$ cat src/hw/gdi_pkg.sv
package gdi_pkg;

  // ==========================================================================
  // Register file geometry
  localparam int CODE_W = 10;
  localparam int NUM_REGS = 15;
  localparam int NUM_GAMMA = 14;
  localparam int PTR_W = 6;
  localparam int BYTE_W = 8;
  localparam int CODE_HI_W = 2;
  localparam int DAC_FULL_SCALE_CODES = 1024;
  localparam logic [PTR_W-1:0] REF_REG_ADDR = 6'h00;
  localparam logic [PTR_W-1:0] FIRST_GAMMA_ADDR = 6'h01;
  localparam logic [PTR_W-1:0] PTR_RESET = 6'h00;
  localparam logic [PTR_W-1:0] PTR_STEP = 6'h01;
  localparam logic [CODE_W-1:0] CODE_RESET = 10'h000;

  // ==========================================================================
  // Serial framing
  localparam logic [6:0] SLAVE_ADDR = 7'h74;
  localparam logic DIR_READ = 1'b1;
  localparam logic [3:0] BITS_PER_BYTE = 4'h8;
  localparam logic [3:0] BIT_CNT_RESET = 4'h0;
  localparam logic [3:0] BIT_CNT_FIRST = 4'h1;
  localparam logic [3:0] BIT_CNT_STEP = 4'h1;
  localparam int CTRL_HI_BIT = 7;
  localparam int CTRL_LO_BIT = 6;
  localparam int PTR_LSB = 0;
  localparam logic [BYTE_W-1:0] BYTE_RESET = 8'h00;

  // ==========================================================================
  // Synchroniser lanes
  localparam int SYNC_W = 5;
  localparam int LANE_SCL = 0;
  localparam int LANE_SDA = 1;
  localparam int LANE_UNDERVOLTAGE_LOCKOUT = 2;
  localparam int LANE_HOT = 3;
  localparam int LANE_COOL = 4;
  // Bus lanes idle high, status lanes idle low, so reset shows no false edge or trip
  localparam logic [SYNC_W-1:0] SYNC_IDLE = 5'h03;

  // ==========================================================================
  // Serial engine states
  typedef enum logic [2:0] {
    GDI_IDLE,
    GDI_ADDR,
    GDI_PTR,
    GDI_WDATA,
    GDI_ACK,
    GDI_RDATA,
    GDI_RACK,
    GDI_WAIT
  } gdi_state_t;

endpackage

$ cat src/hw/gdi_code_bank.sv
`timescale 1ns/1ps
`default_nettype none

module gdi_code_bank #(
  parameter int NUM = 15,
  parameter int CW = 10,
  parameter int AW = 6
) (
  input wire logic clk_in, // System clock
  input wire logic rst_in, // Asynchronous reset
  input wire logic clear_in, // Synchronous clear to reset codes
  input wire logic wr_en_in, // Write strobe
  input wire logic [AW-1:0] wr_addr_in, // Write address
  input wire logic [CW-1:0] wr_data_in, // Write code
  input wire logic [AW-1:0] rd_addr_in, // Read address
  output logic [CW-1:0] rd_data_out, // Read code, zero when unmapped
  output logic [NUM*CW-1:0] codes_out // All codes, register 0 lowest
);

  logic [CW-1:0] mem_r [NUM];
  logic [CW-1:0] mem_nxt [NUM];

  function automatic logic addr_hit(input logic [AW-1:0] a);
    addr_hit = (int'(a) < NUM);
  endfunction

  // ==========================================================================
  // Storage
  always_comb begin
    for (int i = 0; i < NUM; i++) begin
      mem_nxt[i] = mem_r[i];
      if (clear_in) begin
        mem_nxt[i] = gdi_pkg::CODE_RESET;
      end else if (wr_en_in && addr_hit(wr_addr_in) && (int'(wr_addr_in) == i)) begin
        mem_nxt[i] = wr_data_in;
      end
    end
  end

  always_ff @(posedge clk_in or posedge rst_in) begin
    if (rst_in) begin
      for (int i = 0; i < NUM; i++) begin
        mem_r[i] <= gdi_pkg::CODE_RESET;
      end
    end else begin
      for (int i = 0; i < NUM; i++) begin
        mem_r[i] <= mem_nxt[i];
      end
    end
  end

  // ==========================================================================
  // Read side
  always_comb begin
    rd_data_out = gdi_pkg::CODE_RESET;
    if (addr_hit(rd_addr_in)) begin
      rd_data_out = mem_r[rd_addr_in[$clog2(NUM)-1:0]];
    end
  end

  for (genvar g = 0; g < NUM; g++) begin : g_out
    assign codes_out[g*CW +: CW] = mem_r[g];
  end

endmodule
`default_nettype wire

$ cat src/hw/gdi_pin_sync.sv
`timescale 1ns/1ps
`default_nettype none

module gdi_pin_sync #(
  parameter int W = 5,
  parameter logic [W-1:0] IDLE = '1
) (
  input wire logic clk_in, // System clock
  input wire logic rst_in, // Asynchronous reset
  input wire logic [W-1:0] pins_in, // Asynchronous pin levels
  output logic [W-1:0] sync_out, // Synchronised level
  output logic [W-1:0] prev_out // Synchronised level one cycle earlier
);

  logic [W-1:0] meta_r;
  logic [W-1:0] sync_r;
  logic [W-1:0] prev_r;
  logic [W-1:0] meta_nxt;
  logic [W-1:0] sync_nxt;
  logic [W-1:0] prev_nxt;

  // ==========================================================================
  // Two stages plus one history stage for edge detection
  always_comb begin
    meta_nxt = pins_in;
    sync_nxt = meta_r;
    prev_nxt = sync_r;
  end

  always_ff @(posedge clk_in or posedge rst_in) begin
    if (rst_in) begin
      meta_r <= IDLE;
      sync_r <= IDLE;
      prev_r <= IDLE;
    end else begin
      meta_r <= meta_nxt;
      sync_r <= sync_nxt;
      prev_r <= prev_nxt;
    end
  end

  assign sync_out = sync_r;
  assign prev_out = prev_r;

endmodule
`default_nettype wire

$ cat src/hw/gdi_port.sv
// Functional notes
// - Each gamma output is reference times its code over 1024; code tops at 1023.
// - Reset and undervoltage lockout force every register to a known state.
// - Outputs stay high impedance in safe mode until a valid write arrives.
// - Die over temperature disables outputs; re-enabled only after cooling by hysteresis.
// - One bit per SCL cycle; SDA changes while SCL high are conditions.
// - SDA fall with SCL high is START; SDA rise with SCL high is STOP.
// - STOP honoured anywhere except in the same SCL high pulse as START.
// - Device pulls SDA low through the whole ninth pulse of written bytes.
// - First byte is 7-bit address plus direction; E8h writes, E9h reads.
// - Each access moves a two-byte word; ten low bits are stored.
// - Write ignored unless word bits 15 and 14 are both zero.
// - Pointer byte low six bits load the register pointer; byte acknowledged.
// - Pointer advances by one after each complete received word.
// - Read returns words from the pointer, advancing after every two bytes.
// - STOP leaves the register pointer unchanged.
// - Low eight code bits go in the low byte, top two in high byte.
// - Register zero sets the full-scale reference as 10 V times code over 1024.
`timescale 1ns/1ps
`default_nettype none

module gdi_port #(
  parameter int NUM_REGS = gdi_pkg::NUM_REGS,
  parameter int CODE_W = gdi_pkg::CODE_W
) (
  input wire logic clk_in, // 125 MHz system clock
  input wire logic rst_in, // Power-on reset, async, active high
  input wire logic scl_in, // Serial clock pin
  input wire logic sda_in, // Serial data pin level
  output logic sda_out, // Serial data drive level, always low
  output logic sda_oe_out, // High while pulling SDA low
  input wire logic undervoltage_lockout_in, // High while digital supply is below threshold
  input wire logic thermal_hot_in, // High when die reaches trip temperature
  input wire logic thermal_cool_in, // High when die has cooled by the hysteresis
  output logic [CODE_W-1:0] reference_code_out, // Full-scale reference code
  output logic [(NUM_REGS-1)*CODE_W-1:0] gamma_code_out, // Gamma codes, channel one lowest
  output logic gamma_output_enable_out, // High when gamma outputs drive
  output logic safe_mode_out, // High while in protective safe mode
  output logic thermal_shutdown_out // High while thermally shut down
);

  // ==========================================================================
  // Pin synchronisers and bus conditions
  logic [gdi_pkg::SYNC_W-1:0] pins;
  logic [gdi_pkg::SYNC_W-1:0] pin_s;
  logic [gdi_pkg::SYNC_W-1:0] pin_p;
  logic scl_rise;
  logic scl_fall;
  logic start_cond;
  logic stop_cond;
  logic undervoltage_lockout_s;
  logic hot_s;
  logic cool_s;

  assign pins = {thermal_cool_in, thermal_hot_in, undervoltage_lockout_in, sda_in, scl_in};

  gdi_pin_sync #(
    .W(gdi_pkg::SYNC_W),
    .IDLE(gdi_pkg::SYNC_IDLE)
  ) u_sync (
    .clk_in(clk_in),
    .rst_in(rst_in),
    .pins_in(pins),
    .sync_out(pin_s),
    .prev_out(pin_p)
  );

  assign scl_rise = pin_s[gdi_pkg::LANE_SCL] & ~pin_p[gdi_pkg::LANE_SCL];
  assign scl_fall = ~pin_s[gdi_pkg::LANE_SCL] & pin_p[gdi_pkg::LANE_SCL];
  assign start_cond = pin_s[gdi_pkg::LANE_SCL] & pin_p[gdi_pkg::LANE_SCL]
                    & pin_p[gdi_pkg::LANE_SDA] & ~pin_s[gdi_pkg::LANE_SDA];
  assign stop_cond = pin_s[gdi_pkg::LANE_SCL] & pin_p[gdi_pkg::LANE_SCL]
                   & ~pin_p[gdi_pkg::LANE_SDA] & pin_s[gdi_pkg::LANE_SDA];
  assign undervoltage_lockout_s = pin_s[gdi_pkg::LANE_UNDERVOLTAGE_LOCKOUT];
  assign hot_s = pin_s[gdi_pkg::LANE_HOT];
  assign cool_s = pin_s[gdi_pkg::LANE_COOL];

  // ==========================================================================
  // Code registers
  logic wr_en;
  logic [CODE_W-1:0] wr_data;
  logic [CODE_W-1:0] rd_data;
  logic [NUM_REGS*CODE_W-1:0] codes;
  logic [gdi_pkg::PTR_W-1:0] ptr_r;
  logic [gdi_pkg::PTR_W-1:0] ptr_nxt;

  gdi_code_bank #(
    .NUM(NUM_REGS),
    .CW(CODE_W),
    .AW(gdi_pkg::PTR_W)
  ) u_bank (
    .clk_in(clk_in),
    .rst_in(rst_in),
    .clear_in(undervoltage_lockout_s),
    .wr_en_in(wr_en),
    .wr_addr_in(ptr_r),
    .wr_data_in(wr_data),
    .rd_addr_in(ptr_r),
    .rd_data_out(rd_data),
    .codes_out(codes)
  );

  // Register zero feeds the reference DAC, the rest feed the gamma DACs
  assign reference_code_out = codes[0 +: CODE_W];
  assign gamma_code_out = codes[CODE_W +: (NUM_REGS-1)*CODE_W];

  // High byte carries the top two code bits, low byte the bottom eight
  function automatic logic [gdi_pkg::BYTE_W-1:0] word_byte(input logic low_sel,
                                                          input logic [CODE_W-1:0] code);
    if (low_sel) begin
      word_byte = code[gdi_pkg::BYTE_W-1:0];
    end else begin
      word_byte = {{(gdi_pkg::BYTE_W-gdi_pkg::CODE_HI_W){1'b0}},
                   code[CODE_W-1:gdi_pkg::BYTE_W]};
    end
  endfunction

  // ==========================================================================
  // Serial engine
  gdi_pkg::gdi_state_t state_r;
  gdi_pkg::gdi_state_t state_nxt;
  gdi_pkg::gdi_state_t after_r;
  gdi_pkg::gdi_state_t after_nxt;
  logic [3:0] cnt_r;
  logic [3:0] cnt_nxt;
  logic [gdi_pkg::BYTE_W-1:0] shift_r;
  logic [gdi_pkg::BYTE_W-1:0] shift_nxt;
  logic [gdi_pkg::BYTE_W-1:0] msb_r;
  logic [gdi_pkg::BYTE_W-1:0] msb_nxt;
  logic [gdi_pkg::BYTE_W-1:0] tx_r;
  logic [gdi_pkg::BYTE_W-1:0] tx_nxt;
  logic low_sel_r;
  logic low_sel_nxt;
  logic oe_r;
  logic oe_nxt;
  logic start_hold_r;
  logic start_hold_nxt;
  logic mack_r;
  logic mack_nxt;
  logic [gdi_pkg::BYTE_W-1:0] load_byte;

  always_comb begin
    state_nxt = state_r;
    after_nxt = after_r;
    cnt_nxt = cnt_r;
    shift_nxt = shift_r;
    msb_nxt = msb_r;
    tx_nxt = tx_r;
    low_sel_nxt = low_sel_r;
    oe_nxt = oe_r;
    start_hold_nxt = start_hold_r;
    mack_nxt = mack_r;
    ptr_nxt = ptr_r;
    wr_en = 1'b0;
    wr_data = {msb_r[gdi_pkg::CODE_HI_W-1:0], shift_r};
    load_byte = word_byte(low_sel_r, rd_data);
    if (undervoltage_lockout_s) begin
      state_nxt = gdi_pkg::GDI_IDLE;
      ptr_nxt = gdi_pkg::PTR_RESET;
      oe_nxt = 1'b0;
      low_sel_nxt = 1'b0;
      start_hold_nxt = 1'b0;
    end else if (start_cond) begin
      state_nxt = gdi_pkg::GDI_ADDR;
      cnt_nxt = gdi_pkg::BIT_CNT_RESET;
      oe_nxt = 1'b0;
      start_hold_nxt = 1'b1;
    end else if (stop_cond && !start_hold_r) begin
      state_nxt = gdi_pkg::GDI_IDLE;
      oe_nxt = 1'b0;
    end else begin
      if (scl_fall) begin
        start_hold_nxt = 1'b0;
      end
      case (state_r)
        gdi_pkg::GDI_ADDR, gdi_pkg::GDI_PTR, gdi_pkg::GDI_WDATA: begin
          if (scl_rise && (cnt_r < gdi_pkg::BITS_PER_BYTE)) begin
            shift_nxt = {shift_r[gdi_pkg::BYTE_W-2:0], pin_s[gdi_pkg::LANE_SDA]};
            cnt_nxt = cnt_r + gdi_pkg::BIT_CNT_STEP;
          end else if (scl_fall && (cnt_r == gdi_pkg::BITS_PER_BYTE)) begin
            cnt_nxt = gdi_pkg::BIT_CNT_RESET;
            state_nxt = gdi_pkg::GDI_ACK;
            oe_nxt = 1'b1;
            if (state_r == gdi_pkg::GDI_ADDR) begin
              low_sel_nxt = 1'b0;
              if (shift_r[gdi_pkg::BYTE_W-1:1] == gdi_pkg::SLAVE_ADDR) begin
                after_nxt = (shift_r[0] == gdi_pkg::DIR_READ) ? gdi_pkg::GDI_RDATA
                                                                : gdi_pkg::GDI_PTR;
              end else begin
                state_nxt = gdi_pkg::GDI_WAIT;
                oe_nxt = 1'b0;
              end
            end else if (state_r == gdi_pkg::GDI_PTR) begin
              ptr_nxt = shift_r[gdi_pkg::PTR_LSB +: gdi_pkg::PTR_W];
              low_sel_nxt = 1'b0;
              after_nxt = gdi_pkg::GDI_WDATA;
            end else begin
              after_nxt = gdi_pkg::GDI_WDATA;
              if (!low_sel_r) begin
                msb_nxt = shift_r;
                low_sel_nxt = 1'b1;
              end else begin
                wr_en = ~msb_r[gdi_pkg::CTRL_HI_BIT] & ~msb_r[gdi_pkg::CTRL_LO_BIT];
                ptr_nxt = ptr_r + gdi_pkg::PTR_STEP;
                low_sel_nxt = 1'b0;
              end
            end
          end
        end
        gdi_pkg::GDI_ACK: begin
          if (scl_fall) begin
            oe_nxt = 1'b0;
            state_nxt = after_r;
            if (after_r == gdi_pkg::GDI_RDATA) begin
              tx_nxt = load_byte;
              oe_nxt = ~load_byte[gdi_pkg::BYTE_W-1];
              cnt_nxt = gdi_pkg::BIT_CNT_FIRST;
            end
          end
        end
        gdi_pkg::GDI_RDATA: begin
          if (scl_fall) begin
            if (cnt_r < gdi_pkg::BITS_PER_BYTE) begin
              tx_nxt = {tx_r[gdi_pkg::BYTE_W-2:0], 1'b0};
              oe_nxt = ~tx_r[gdi_pkg::BYTE_W-2];
              cnt_nxt = cnt_r + gdi_pkg::BIT_CNT_STEP;
            end else begin
              oe_nxt = 1'b0;
              state_nxt = gdi_pkg::GDI_RACK;
              low_sel_nxt = ~low_sel_r;
              if (low_sel_r) begin
                ptr_nxt = ptr_r + gdi_pkg::PTR_STEP;
              end
            end
          end
        end
        gdi_pkg::GDI_RACK: begin
          if (scl_rise) begin
            mack_nxt = ~pin_s[gdi_pkg::LANE_SDA];
          end else if (scl_fall) begin
            if (mack_r) begin
              state_nxt = gdi_pkg::GDI_RDATA;
              tx_nxt = load_byte;
              oe_nxt = ~load_byte[gdi_pkg::BYTE_W-1];
              cnt_nxt = gdi_pkg::BIT_CNT_FIRST;
            end else begin
              state_nxt = gdi_pkg::GDI_WAIT;
            end
          end
        end
        gdi_pkg::GDI_IDLE, gdi_pkg::GDI_WAIT: begin
          oe_nxt = 1'b0;
        end
        default: begin
          state_nxt = gdi_pkg::GDI_IDLE;
          oe_nxt = 1'b0;
        end
      endcase
    end
  end

  always_ff @(posedge clk_in or posedge rst_in) begin
    if (rst_in) begin
      state_r <= gdi_pkg::GDI_IDLE;
      after_r <= gdi_pkg::GDI_IDLE;
      cnt_r <= gdi_pkg::BIT_CNT_RESET;
      shift_r <= gdi_pkg::BYTE_RESET;
      msb_r <= gdi_pkg::BYTE_RESET;
      tx_r <= gdi_pkg::BYTE_RESET;
      low_sel_r <= 1'b0;
      oe_r <= 1'b0;
      start_hold_r <= 1'b0;
      mack_r <= 1'b0;
      ptr_r <= gdi_pkg::PTR_RESET;
    end else begin
      state_r <= state_nxt;
      after_r <= after_nxt;
      cnt_r <= cnt_nxt;
      shift_r <= shift_nxt;
      msb_r <= msb_nxt;
      tx_r <= tx_nxt;
      low_sel_r <= low_sel_nxt;
      oe_r <= oe_nxt;
      start_hold_r <= start_hold_nxt;
      mack_r <= mack_nxt;
      ptr_r <= ptr_nxt;
    end
  end

  // ==========================================================================
  // Output protection
  logic safe_r;
  logic safe_nxt;
  logic therm_r;
  logic therm_nxt;
  logic en_r;
  logic en_nxt;
  logic sda_lvl_r;
  logic sda_lvl_nxt;

  always_comb begin
    safe_nxt = safe_r;
    therm_nxt = therm_r;
    sda_lvl_nxt = 1'b0;
    if (undervoltage_lockout_s) begin
      safe_nxt = 1'b1;
    end else if (wr_en) begin
      safe_nxt = 1'b0;
    end
    if (hot_s) begin
      therm_nxt = 1'b1;
    end else if (cool_s) begin
      therm_nxt = 1'b0;
    end
    en_nxt = ~safe_nxt & ~therm_nxt;
  end

  always_ff @(posedge clk_in or posedge rst_in) begin
    if (rst_in) begin
      safe_r <= 1'b1;
      therm_r <= 1'b0;
      en_r <= 1'b0;
      sda_lvl_r <= 1'b0;
    end else begin
      safe_r <= safe_nxt;
      therm_r <= therm_nxt;
      en_r <= en_nxt;
      sda_lvl_r <= sda_lvl_nxt;
    end
  end

  assign sda_out = sda_lvl_r;
  assign sda_oe_out = oe_r;
  assign gamma_output_enable_out = en_r;
  assign safe_mode_out = safe_r;
  assign thermal_shutdown_out = therm_r;

endmodule
`default_nettype wire

$ cat config.mk
export PLATFORM = sky130hd
export DESIGN_NAME = gdi_port
export DESIGN_NICKNAME = d
export VERILOG_FILES = /design/src/hw/gdi_pkg.sv /design/src/hw/gdi_code_bank.sv /design/src/hw/gdi_pin_sync.sv /design/src/hw/gdi_port.sv
export SDC_FILE = /design/constraint.sdc
export NUM_CORES = 1
export LEC_CHECK = 0
export BUFFER_PORTS_ARGS = -buffer_cell sky130_fd_sc_hd__buf_2
export CORE_ASPECT_RATIO = 0.75
export CORE_MARGIN = 2
export CORE_UTILIZATION = 40
export DETAILED_ROUTE_END_ITERATION = 10
export PLACE_DENSITY_LB_ADDON = 0.1
export SYNTH_ARGS = -nofsm -noshare
export SYNTH_HDL_FRONTEND = slang
export SYNTH_SLANG_ARGS = --single-unit
export TNS_END_PERCENT = 30
$ cat constraint.sdc
create_clock -name clk_in -period 18.6 [get_ports clk_in]
set_input_delay 0.93 -clock clk_in [delete_from_list [all_inputs] [get_ports clk_in]]
set_output_delay 0.93 -clock clk_in [all_outputs]
set_load 0.02 [all_outputs]
== Word-level counts from Yosys, hierarchy flattened ==
Cells that the tools add are included.
Storage, ports and cells
  register bits after elaboration: 208
  latch bits: 0
  RAM bits: 0
  bits in read-only memories: 0
  input port bits: 7
  output and inout port bits: 155
  word-level logic and storage cells: 302
  memories: 0
Operators by class
  add/subtract/negate cells: 2
  $mul: 0
  div/mod/pow operators: 0
  magnitude comparators: 3
  equality and inequality tests: 57
  shifts and indexed selects: 0
  mux-type cells: 126
  bitwise operators: 27
  reduce and logical (&&, ||, !) cells: 55
Operator list (number)
  10-bit two-way mux: 33
  6-bit two-way mux: 10
  7-bit two-way mux: 7
  4-bit two-way mux: 11
  6-bit by 5-bit equality test with 1-bit output (second input constant): 7
  1-bit two-way mux: 41
  10-bit binary-select mux with 4-bit select: 1
  5-bit by 4-bit inequality test with 1-bit output (second input constant): 8
  3-bit two-way mux: 13
  2-bit nonzero test: 15
  6-bit by 4-bit equality test with 1-bit output (second input constant): 4
  11-bit AND reduction: 2
  3-bit inequality test (second input constant): 7
  7-bit one-hot mux with 3 select lines: 1
  7-bit AND reduction: 3
  1-bit logical AND: 19
  3-bit by 2-bit inequality test with 1-bit output (second input constant): 6
  1-bit inverter: 17
  2-bit inequality test (second input constant): 8
  4-bit one-hot mux with 4 select lines: 1
  8-bit AND reduction: 2
  3-bit equality test (second input constant): 5
  6-bit by 3-bit equality test with 1-bit output (second input constant): 2
  3-bit one-hot mux with 4 select lines: 1
  other kinds (30): 46

== Logic depth before layout (Yosys ltp) ==
Gate-level depths: netlist of the first run.
  depth after elaboration: 15
  gate-level depth with buffers: 10
  depth with buffers taken out: 7

== Hierarchy ==
Synthesis of the first run repeated with hierarchy kept, for this count alone.
Unflattened totals
  cells, all modules: 907
  area, all modules: 10373.7 µm²
By module, submodules not included
  gdi_code_bank: times used 1, cells an instance 633, area an instance 7442.1 µm², sequential area each 3753.6 µm²
  gdi_port: times used 1, cells an instance 258, area an instance 2544.9 µm², sequential area each 1052.3 µm²
  gdi_pin_sync: times used 1, cells an instance 16, area an instance 386.6 µm², sequential area each 382.9 µm²

== Worst setup path before layout of the first run ==
OpenSTA, ideal clock, no wires.
  kind: register to register
  from: register ptr_r[1] (netlist bit)
  to: register u_bank.mem_r (netlist bit u_bank.codes_out[120])
  setup time: 0.080 ns
  data arrival time: 2.109 ns
  required time: 18.520 ns
  path slack: 16.411 ns
  stages on the path, launching flop included: 8
  buffers on the path: 1
  clock period less this slack: 2.189 ns
  path through: dfrtp_1 -> ha_1 -> a311oi_4 -> nand4b_4 -> nor3_4 -> and3_4 -> buf_8 -> mux2i_1
Between the ends
  cells in the longest elaborated chain, start to end: 4
  elaborated cells on any way between the ends: 5
  those cells by class: order compare (1); eq/ne (1); reduce/logical (3)
RTL lines
  from (decl): line gdi_port.sv:84  | logic [gdi_pkg::PTR_W-1:0] ptr_r;
  from (signal assigned): line gdi_port.sv:274  | ptr_r <= gdi_pkg::PTR_RESET;
  from (signal assigned): line gdi_port.sv:286  | ptr_r <= ptr_nxt;
  6-bit by 4-bit less-than comparator with 1-bit output: line gdi_code_bank.sv:24  | addr_hit = (int'(a) < NUM);
  1-bit logical AND: line gdi_code_bank.sv:34  | end else if (wr_en_in && addr_hit(wr_addr_in) && (int'(wr_addr_in) == i)) begin
  1-bit logical AND *: line gdi_code_bank.sv:34
  2-bit nonzero test (no line) *
  to (signal, indexed assignment): line gdi_code_bank.sv:43  | mem_r[i] <= gdi_pkg::CODE_RESET;
  to (signal, indexed assignment): line gdi_code_bank.sv:47  | mem_r[i] <= mem_nxt[i];
  to (decl): line gdi_code_bank.sv:20  | logic [CW-1:0] mem_r [NUM];
Every way passes the cells marked *; elsewhere a longest branch is shown, timed or not.
A chain may end at the register's enable or synchronous reset.

== Worst setup path after layout of the first run ==
  from: register ptr_r[1] (netlist bit)
  to: register u_bank.mem_r (netlist bit u_bank.codes_out[110])
Same word-level chain as after synthesis.

==> impl_metrics.tcl, run 1 <==
set metrics [dict create \
    antenna_found_initial 0 \
    synth_edf_count 0 \
    die_y_um 144.6 \
    drtAntennaViolNets 0 \
    grtUsageTotal 0.2273 \
    yosys_warnings 0 \
    final_nets 1055 \
    post-route-period-util 0.1897 \
    postCtsHoldBufs 0 \
    tightest_slew_ns 1.200 \
    drc 0 \
    maxSlewViolCount 0 \
    dp_cells 1361 \
    hold_path_class "flip-flop to flip-flop" \
    synth-seq-cells 204 \
    cp.arrival_ns 3.90 \
    io_pins 162 \
    top_layer_used "met4" \
    rsz0062_at_grt "no" \
    critPathMaxStageDelay_ns 1.04 \
    insertion_delay_ns 0.53 \
    fin_crit_ns 3.529 \
    grt_overflow_total 0 \
    post-place-ws_ns 15.04 \
    worstRegToRegCells 7 \
    grt_pass1_wl_mm 48.02 \
    final_hold_viol_count 0 \
    die_w_um 191.4 \
    vias_per_cell 5.506 \
    max_freq_mhz 283.4 \
    grt_max_degree 115 \
    end_kind "flip-flop" \
    postCtsSetupRepairBufs 0 \
    core_area_um2 25910 \
    vias 7714 \
    synth_area_um2 10540 \
    async_reset_ff_frac 1.000 \
    clockBufferDepth 3 \
    crit_end "u_bank.codes_out[110]" \
    design.die.area_um2 27680 \
    setup_viol 0 \
    peakVddDrop_mv 0.05971 \
    drive_gt1_frac 0.2725 \
    r2r_start "ptr_r[1]" \
    crit_chain "buf_4, ha_1, a311oi_4, nand4b_4, nor4_4, mux2i_1, nor2_1" \
    routed_wirelength_mm 31.00 \
    ys.flop_type "dfrtp_1" \
    wl_met3_mm 1.957 \
    critPathRequiredTime_ns 18.97 \
    relSlewSlack 0.1937 \
    cts_sinks 204 \
    cp_max_fo 51 \
    cts_made_buffers 23 \
    dr_wl_met2_mm 13.65 \
    row_count 51 \
    globalplace.congestion 0.8362 \
    io_buffers 160 \
    synth_top_area_frac 0.4678 \
    synth.avg_cell_area_um2 11.44 \
    synth_nets 934 \
    routedWlPerCell_um 22.13 \
    powerDensity_nw_per_um2 86.54 \
    htreeDepth 1 \
    area_growth_pct 16.34 \
    crit_start "ptr_r[1]" \
    num_antenna_cells 0 \
    reg2reg_to "u_bank.codes_out[110]" \
    synthCells 921 \
    root_buffer "clkbuf_16" \
    status "complete, no violations" \
    start_kind "flip-flop" \
    synthTopCellsByArea "dfrtp_1, mux2i_1, mux4_2, nand2_1, nor2_1" \
    crit_type "flip-flop to flip-flop" \
    dr.pass1.iters 5 \
    grt_pass1_vias 7725 \
    cts.clk_slew.worst_paths_ns 0.06 \
    start_util 0.4068 \
    layout_setup_ws_ns 15.07 \
    leakage_uw 0.006142 \
    met1_length_mm 14.98 \
    drtIter0Drc 619 \
    finClkSkew_ns 0.01746 \
    drv_cap 0 \
    cts_resized 0 \
    synth_seq_area_share 0.4852 \
    reg2reg_slack_ns 15.07 \
    synth_cell_types 74 \
    dp_hpwl_mm 20.83 \
    finalSetupTns_ns 0 \
    worst_path_max_delay_cell "nor4_4" \
    final_cells 1401 \
    synth_top_cell_by_area "dfrtp_1" \
    cts_tree "done" \
]
-- through the flow --
step | area (µm²) | hold WS [ns] | util | power, µW
6_report | 12260 | 0.3492 | 0.4732 | 1061
4_1_cts | 12260 | 0.3499 | 0.4732 | 1071
3_5_place_dp | 11480 | 0.3364 | 0.4432 | 600.7
2_1_floorplan | 10540 | 0.3312 | - | 569.5
5_1_grt | 12260 | 0.3591 | 0.4732 | 1106
3_3_place_gp | 11480 | 0.3328 | 0.4432 | 602.0
-- kinds of logic (layout without fill, tap and decap cells) --
group / count (synthesis) / in the layout / share of synthesized area
buf+inv: 97 / 233 / 0.04939
compound gates: 91 / 91 / 0.06649
fa+ha+maj: 6 / 6 / 0.007123
flops: 204 / 204 / 0.4852
xor+xnor: 1 / 1 / 0.0008312
mux: 223 / 223 / 0.2542
other cells: 1 / 1 / 0.0003558
simple gates: 298 / 298 / 0.1364
-- layout make-up --
class / instances / area [µm²]
clock buffers: 35 / 710.7
well taps: 344 / 430.4
fillers: 2512 / 13650
multi-input cells: 620 / 4957
clock inverters: 5 / 67.56
flip-flops and latches: 204 / 5117
inverters: 21 / 86.33
repair buffers: 172 / 890.9
-- per-layer routing --
metal  vias to the layer above  track usage
met1                      3928       0.3469
met5                         -            0
met4                         0      0.03684
li1                       3525            -
met2                       231       0.3414
met3                        30      0.04077
-- Yosys cell counts (9+ instances only) --
| cell | n |
|---|---|
| dfrtp_1 | 197 |
| mux2i_1 | 169 |
| nand2_1 | 111 |
| nor2_1 | 95 |
| clkbuf_1 | 36 |
| mux4_2 | 31 |
| mux2_2 | 21 |
| inv_1 | 19 |
| nand3_1 | 16 |
| buf_2 | 14 |
| o21ai_0 | 14 |
| a21oi_1 | 12 |
| buf_4 | 12 |
| buf_6 | 11 |
| nor2b_1 | 10 |
| nor3b_1 | 10 |
| o2bb2ai_1 | 9 |
-- worst min path at each step --
stage | slack, ns | start | to | cells past startpoint
floorplan | 0.33 | u_sync.meta_r[2] | u_sync.sync_out[2] | 0
global placement | 0.33 | u_sync.meta_r[4] | u_sync.sync_out[4] | 0
detailed placement | 0.34 | u_sync.meta_r[3] | u_sync.sync_out[3] | 0
CTS | 0.35 | u_sync.meta_r[3] | u_sync.sync_out[3] | 0
global route | 0.36 | u_sync.meta_r[1] | u_sync.sync_out[1] | 0
finish | 0.35 | u_sync.meta_r[3] | u_sync.sync_out[3] | 0
-- power by group --
part | internal, µW | switching (µW)
Sequential | 454 | 27.0
Combinational | 36.8 | 76.3
Clock | 278 | 190
Total | 768 | 293
-- critical path: cells and delay by family (launching register included) --
family,cells,cell delay (ns)
buffers and inverters,1,0.35
multiplexers,1,0.29
AND/OR/NAND/NOR,3,1.41
AO/OA/AOI/OAI,1,0.48
adder cells (fa/ha/maj),1,0.43
flip-flops,1,0.38
-- registers in the layout (all words and copies together), names as in the netlist, 2 cells and up --
name              cells
u_sync.sync_out       5
cnt_r                 4
tx_r                  7
shift_r               8
ptr_r                 6
state_r               3
msb_r                 4
u_sync.prev_out       2
u_sync.meta_r         5
u_bank.codes_out    150
after_r               3
-- cells in the final DEF (no fill, tap or decap), drive strengths merged, types with 3 or more instances in the layout --
cell       n
clkbuf    35
o2bb2ai    9
nor4       8
dfrtp    197
a221o      5
inv       20
and3       5
nand2    111
and2       3
mux4      33
o211ai     6
mux2      21
a21oi     12
o211a      3
nand4      7
o221ai     6
a31oi      3
nand2b     6
or2        3
o21ai     15
nor2b     10
o21bai     3
nand3     16
ha         6
clkinv     4
nor3      10
a21o       5
o31ai      5
buf      172
dfstp      7
mux2i    169
nor3b     10
nor2      95
(Power assumes the default switching activity.)
==> run 2, diff against run 1 <==
- clock period: 18.6 -> 3.6 ns (I/O delays scaled with it)
==> impl_metrics.tcl, run 2 (synthesis results as in run 1) <==
set metrics [dict create \
    leakage_uw 0.006287 \
    start_kind "flip-flop" \
    powerDensity_nw_per_um2 449.5 \
    area_growth_pct 19.03 \
    cts_made_buffers 23 \
    largest_register_ffs 150 \
    crit_chain "clkinv_1, and3_1, o21ai_0, nor2_1, a221o_1" \
    grt_overflow_total 0 \
    finalSetupTns_ns 0 \
    grt_max_degree 84 \
    cp_max_fo 16 \
    dp_hpwl_mm 21.66 \
    htreeDepth 1 \
    final_nets 1082 \
    met2_usage 0.3323 \
    critPathRequiredTime_ns 4.00 \
    crit_family "compound AO/OA/AOI/OAI gates" \
    dr.pass1.iters 5 \
    cts_sinks 204 \
    layout_commonest_cell "dfrtp_1" \
    setup_viol 0 \
    drc 0 \
    post-route-period-util 0.7283 \
    worst_path_max_delay_cell "dfrtp_1" \
    io_buffers 160 \
    final_hold_viol_count 0 \
    grtUsageMet3 0.04513 \
    top_usage_layer "met1" \
    relSlewSlack 0.3863 \
    drtAntennaViolNets 0 \
    row_count 51 \
    vias 7895 \
    max_freq_mhz 381.4 \
    end_kind "flip-flop" \
    grt_pass1_wl_mm 49.09 \
    rsz0062_at_grt "no" \
    cp.arrival_ns 3.02 \
    drtIter0Drc 709 \
    hold_path_class "input port to flip-flop" \
    finClkSkew_ns 0.02112 \
    maxSlewViolCount 0 \
    design.die.area_um2 27680 \
    cts.clk_slew.worst_paths_ns 0.06 \
    core_area_um2 25910 \
    num_antenna_cells 0 \
    drv_cap 0 \
    peakVddDrop_mv 0.3719 \
    postCtsHoldBufs 6 \
    drive_gt1_frac 0.2845 \
    fill_cells 2461 \
    routed_wirelength_mm 31.91 \
    io_pins 162 \
    globalplace.congestion 0.8731 \
    die_y_um 144.6 \
    pwr-share-clk 0.450 \
    p_switching_uw 1543 \
    status "complete, no violations" \
    grt.met1_usage 0.3678 \
    cts_tree "done" \
    cp_num_buf_inv 1 \
    clockBufferDepth 3 \
    final_cell_mix "dfrtp_1, mux2i_1, buf_2, nand2_1, nor2_1" \
    routedWlPerCell_um 22.31 \
    tightest_slew_ns 0.9205 \
    p_int_uw 4096 \
    switching_share 0.2737 \
    antenna_found_initial 0 \
    postCtsSetupRepairBufs 0 \
    insertion_delay_ns 0.53 \
    start_util 0.4068 \
    cts_resized 0 \
    die_w_um 191.4 \
    fin_crit_ns 2.622 \
    crit_type "flip-flop to flip-flop" \
    pwr-share-seq 0.433 \
    root_buffer "clkbuf_16" \
    pwr-share-comb 0.117 \
    critPathMaxStageDelay_ns 0.70 \
    vias_per_cell 5.521 \
    whs_ns 0.3056 \
    grtUsageTotal 0.2330 \
    grt_pass1_vias 7677 \
]
[run 2: cell types whose count changed in the layout (fill, tap and decap cells not counted), moves of 2 or more]
cell           previous run  this run
clkbuf_1                  3         5
clkinvlp_4                1         3
buf_12                    0         3
clkinv_2                  2         4
buf_4                    12        30
bufinv_16                 1         4
dlygate4sd3_1             0         6
clkbuf_8                  9         3
[run 2: final cells by class]
class | count | area [µm²] | area share
Tap cell | 344 | 430.4 | 0.03431
Clock buffer | 31 | 635.6 | 0.05067
Inverter | 21 | 82.58 | 0.006583
Multi-Input combinational cell | 620 | 4957 | 0.3952
Sequential cell | 204 | 5117 | 0.4079
Clock inverter | 11 | 175.2 | 0.01396
Timing Repair Buffer | 199 | 1146 | 0.09136
[run 2: metal layers]
metal,up-vias,routed length [µm]
li1,3585,-
met1,4045,15880
met2,236,13810
met3,29,1787
met4,0,433
met5,-,0
[run 2: per-stage QoR]
step	cells	setup slack (ns)	total power (µW)	area (µm²)	util
after floorplan	921	0.7814	2943	10540	-
after global placement	1382	1.069	3137	11670	0.4506
after detailed placement	1382	1.002	3134	11670	0.4506
after CTS	1430	1.005	5692	12540	0.4842
after global routing	1430	0.8304	5872	12540	0.4842
final	1430	0.9783	5639	12540	0.4842
[run 2: path summary, 6_finish.rpt]
| kind | startpoint | endpoint | slack [ns] | cells past startpoint |
|---|---|---|---|---|
| setup / recovery | state_r[1] | ptr_r[4] | 0.98 | 5 |
| setup reg to reg | state_r[1] | ptr_r[4] | 0.98 | 5 |
| max in group asynchronous | rst_in | u_sync.meta_r[0] | 2.27 | 4 |
| min in group asynchronous | rst_in | u_bank.codes_out[10] | 0.39 | 3 |
| hold reg to reg | u_sync.meta_r[2] | u_sync.sync_out[2] | 0.35 | 0 |
| hold / removal | thermal_cool_in | u_sync.meta_r[4] | 0.31 | 2 |
[run 2: power groups by stage]
stage	clock (µW)	sequential, µW	combinational, µW
global route	2690	2450	728
detailed placement	0	2480	650
global placement	0	2490	651
CTS	2590	2440	659
finish	2540	2440	660
floorplan	0	2430	516
==> run 3, diff against run 2 <==
- ABC_AREA: default -> 1
- clock period: 3.6 -> 2.6 ns (I/O delays scaled with it)
==> impl_metrics.tcl, run 3 <==
set metrics [dict create \
    crit_start "cnt_r[0]" \
    dp_hpwl_mm 27.10 \
    row_count 51 \
    routed_wirelength_mm 39.09 \
    post-route-period-util 0.8546 \
    post-synth-top-count-cell "nand3_1" \
    grt_pass1_wl_mm 59.51 \
    grt_pass1_vias 9598 \
    cts.clk_slew.worst_paths_ns 0.06 \
    yosys-top-cells-count "nand3_1, nand2_1, dfrtp_1" \
    rsz0062_at_grt "no" \
    final_nets 1572 \
    grt_overflow_total 0 \
    cp.arrival_ns 2.67 \
    relSlewSlack 0.5133 \
    cts_made_buffers 24 \
    synth.avg_cell_area_um2 7.583 \
    leakage_uw 0.006859 \
    layout_commonest_cell "nand3_1" \
    drive_gt1_frac 0.1980 \
    hold_path_class "input port to async pin" \
    antenna_found_initial 0 \
    synthTopCellsByArea "dfrtp_1, nand3_1, nand2_1, o21ai_0, nor2_1" \
    vias_per_cell 5.535 \
    core_area_um2 25780 \
    synth_edf_count 0 \
    num_antenna_cells 0 \
    cts_sinks 204 \
    drv_cap 0 \
    area_growth_pct 22.98 \
    final_cell_mix "nand3_1, nand2_1, dfrtp_1, buf_2, nor2_1" \
    cts_resized 0 \
    post-place-ws_ns 0.3985 \
    final_hold_viol_count 0 \
    io_pins 162 \
    ys.flop_type "dfrtp_1" \
    end_kind "flip-flop" \
    die_w_um 190.5 \
    start_util 0.4047 \
    status "complete, no violations" \
    synth_seq_area_share 0.4901 \
    critPathRequiredTime_ns 3.05 \
    synth_nets 1389 \
    max_freq_mhz 450.0 \
    die_y_um 143.9 \
    drtIter0Drc 1126 \
    drc 0 \
    globalplace.congestion 0.8705 \
    start_kind "flip-flop" \
    setup_viol 0 \
    drtAntennaViolNets 0 \
    fin_crit_ns 2.222 \
    io_buffers 160 \
    tightest_slew_ns 0.7300 \
    htreeDepth 1 \
    largest_register_ffs 150 \
    powerDensity_nw_per_um2 870.2 \
    postCtsSetupRepairBufs 0 \
    maxSlewViolCount 0 \
    routedWlPerCell_um 20.36 \
    power_uw 11170 \
    synth_top_area_frac 0.4725 \
    grt_max_degree 135 \
    async_reset_ff_frac 1.000 \
    cts_tree "done" \
    yosys_warnings 0 \
    synth_top_cell_by_area "dfrtp_1" \
    finClkSkew_ns 0.01217 \
    fill_cells 2598 \
    crit_type "flip-flop to flip-flop" \
    design.die.area_um2 27410 \
    synth_cell_types 34 \
    worstRegToRegCells 10 \
    synth-seq-cells 204 \
    clockBufferDepth 3 \
    peakVddDrop_mv 0.5914 \
    grtUsageTotal 0.2848 \
    root_buffer "clkbuf_16" \
    layout_setup_ws_ns 0.3780 \
    r2r_start "cnt_r[0]" \
    vias 10630 \
    dr.pass1.iters 5 \
    cp_max_fo 14 \
    insertion_delay_ns 0.52 \
    synth_area_um2 10430 \
    synthCells 1376 \
]
-- run 3: cell count changes after synthesis, moves of 25 or more --
cell and delta:
mux4_2 -31, inv_1 +54, nand3_1 +300, o21ai_1 +25
a21oi_1 +25, nor2_1 +27, o21ai_0 +99, nand2_1 +203
mux2i_1 -169
-- run 3: metal layers --
layer	track usage	vias up	wire (µm)
met4	0.07344	0	960
met1	0.4588	5098	18760
met5	0	-	0
li1	-	4949	-
met3	0.05470	64	3869
met2	0.3797	516	15500
-- run 3: logic make-up after synthesis --
family                     Yosys count  share of synthesized area
adders and majority gates            6                   0.007195
other                                1                  0.0003594
DFF                                204                     0.4901
AOI/OAI and AO/OA                  193                    0.09581
and+or+nand+nor                    793                     0.3347
xor gates and xnor gates             2                   0.001679
buffers and inverters              177                    0.07015
-- run 3: path summary, 6_finish.rpt --
kind                                         end  slack [ns]
setup / recovery           u_bank.codes_out[108]        0.38
hold / removal              u_bank.codes_out[87]        0.12
setup reg to reg           u_bank.codes_out[108]        0.38
hold reg to reg               u_sync.sync_out[4]        0.35
max in group asynchronous               ptr_r[0]        1.64
min in group clk_in             u_sync.meta_r[4]        0.25
-- run 3: where the power goes --
part	internal [µW]	switching [µW]	total, µW
clock	2030	1370	3400
sequential	3390	225	3620
combinational	1210	2940	4150
-- run 3: cell type report --
type                            instances  area [µm²]  area share
Clock buffer                           38       734.5     0.05724
Clock inverter                          5       52.55    0.004096
Inverter                               86       329.1     0.02565
Multi-Input combinational cell        995        4593      0.3580
Sequential cell                       204        5115      0.3986
Tap cell                              344       430.4     0.03354
Timing Repair Buffer                  248        1577      0.1229
-- run 3: repair_timing --
action,4_1_cts,5_1_grt
setup endpoints to repair,0,0
hold buffers,6,0
endpoints found under the hold margin,36,0
-- run 3: critical path: stages, from the launching register on --
cell	delay (ns)
dfrtp_1	0.42
inv_1	0.09
ha_1	0.15
nand3_1	0.11
nor2_1	0.13
nand4_2	0.11
nor2_4	0.11
nand2_1	0.13
nor2_4	0.46
nand3_1	0.32
nand2_1	0.14
-- run 3: through the flow --
step	cell area, µm²	std cells	TNS (ns)	hold slack, ns	utilization
finish	12830	1920	0	0.1236	0.4977
global route	12830	1920	0	0.1414	0.4977
CTS	12830	1920	0	0.1204	0.4977
detailed placement	11980	1871	0	0.1204	0.4649
global placement	11980	1871	0	0.1266	0.4649
floorplan	10440	1376	-33.21	0.1345	-
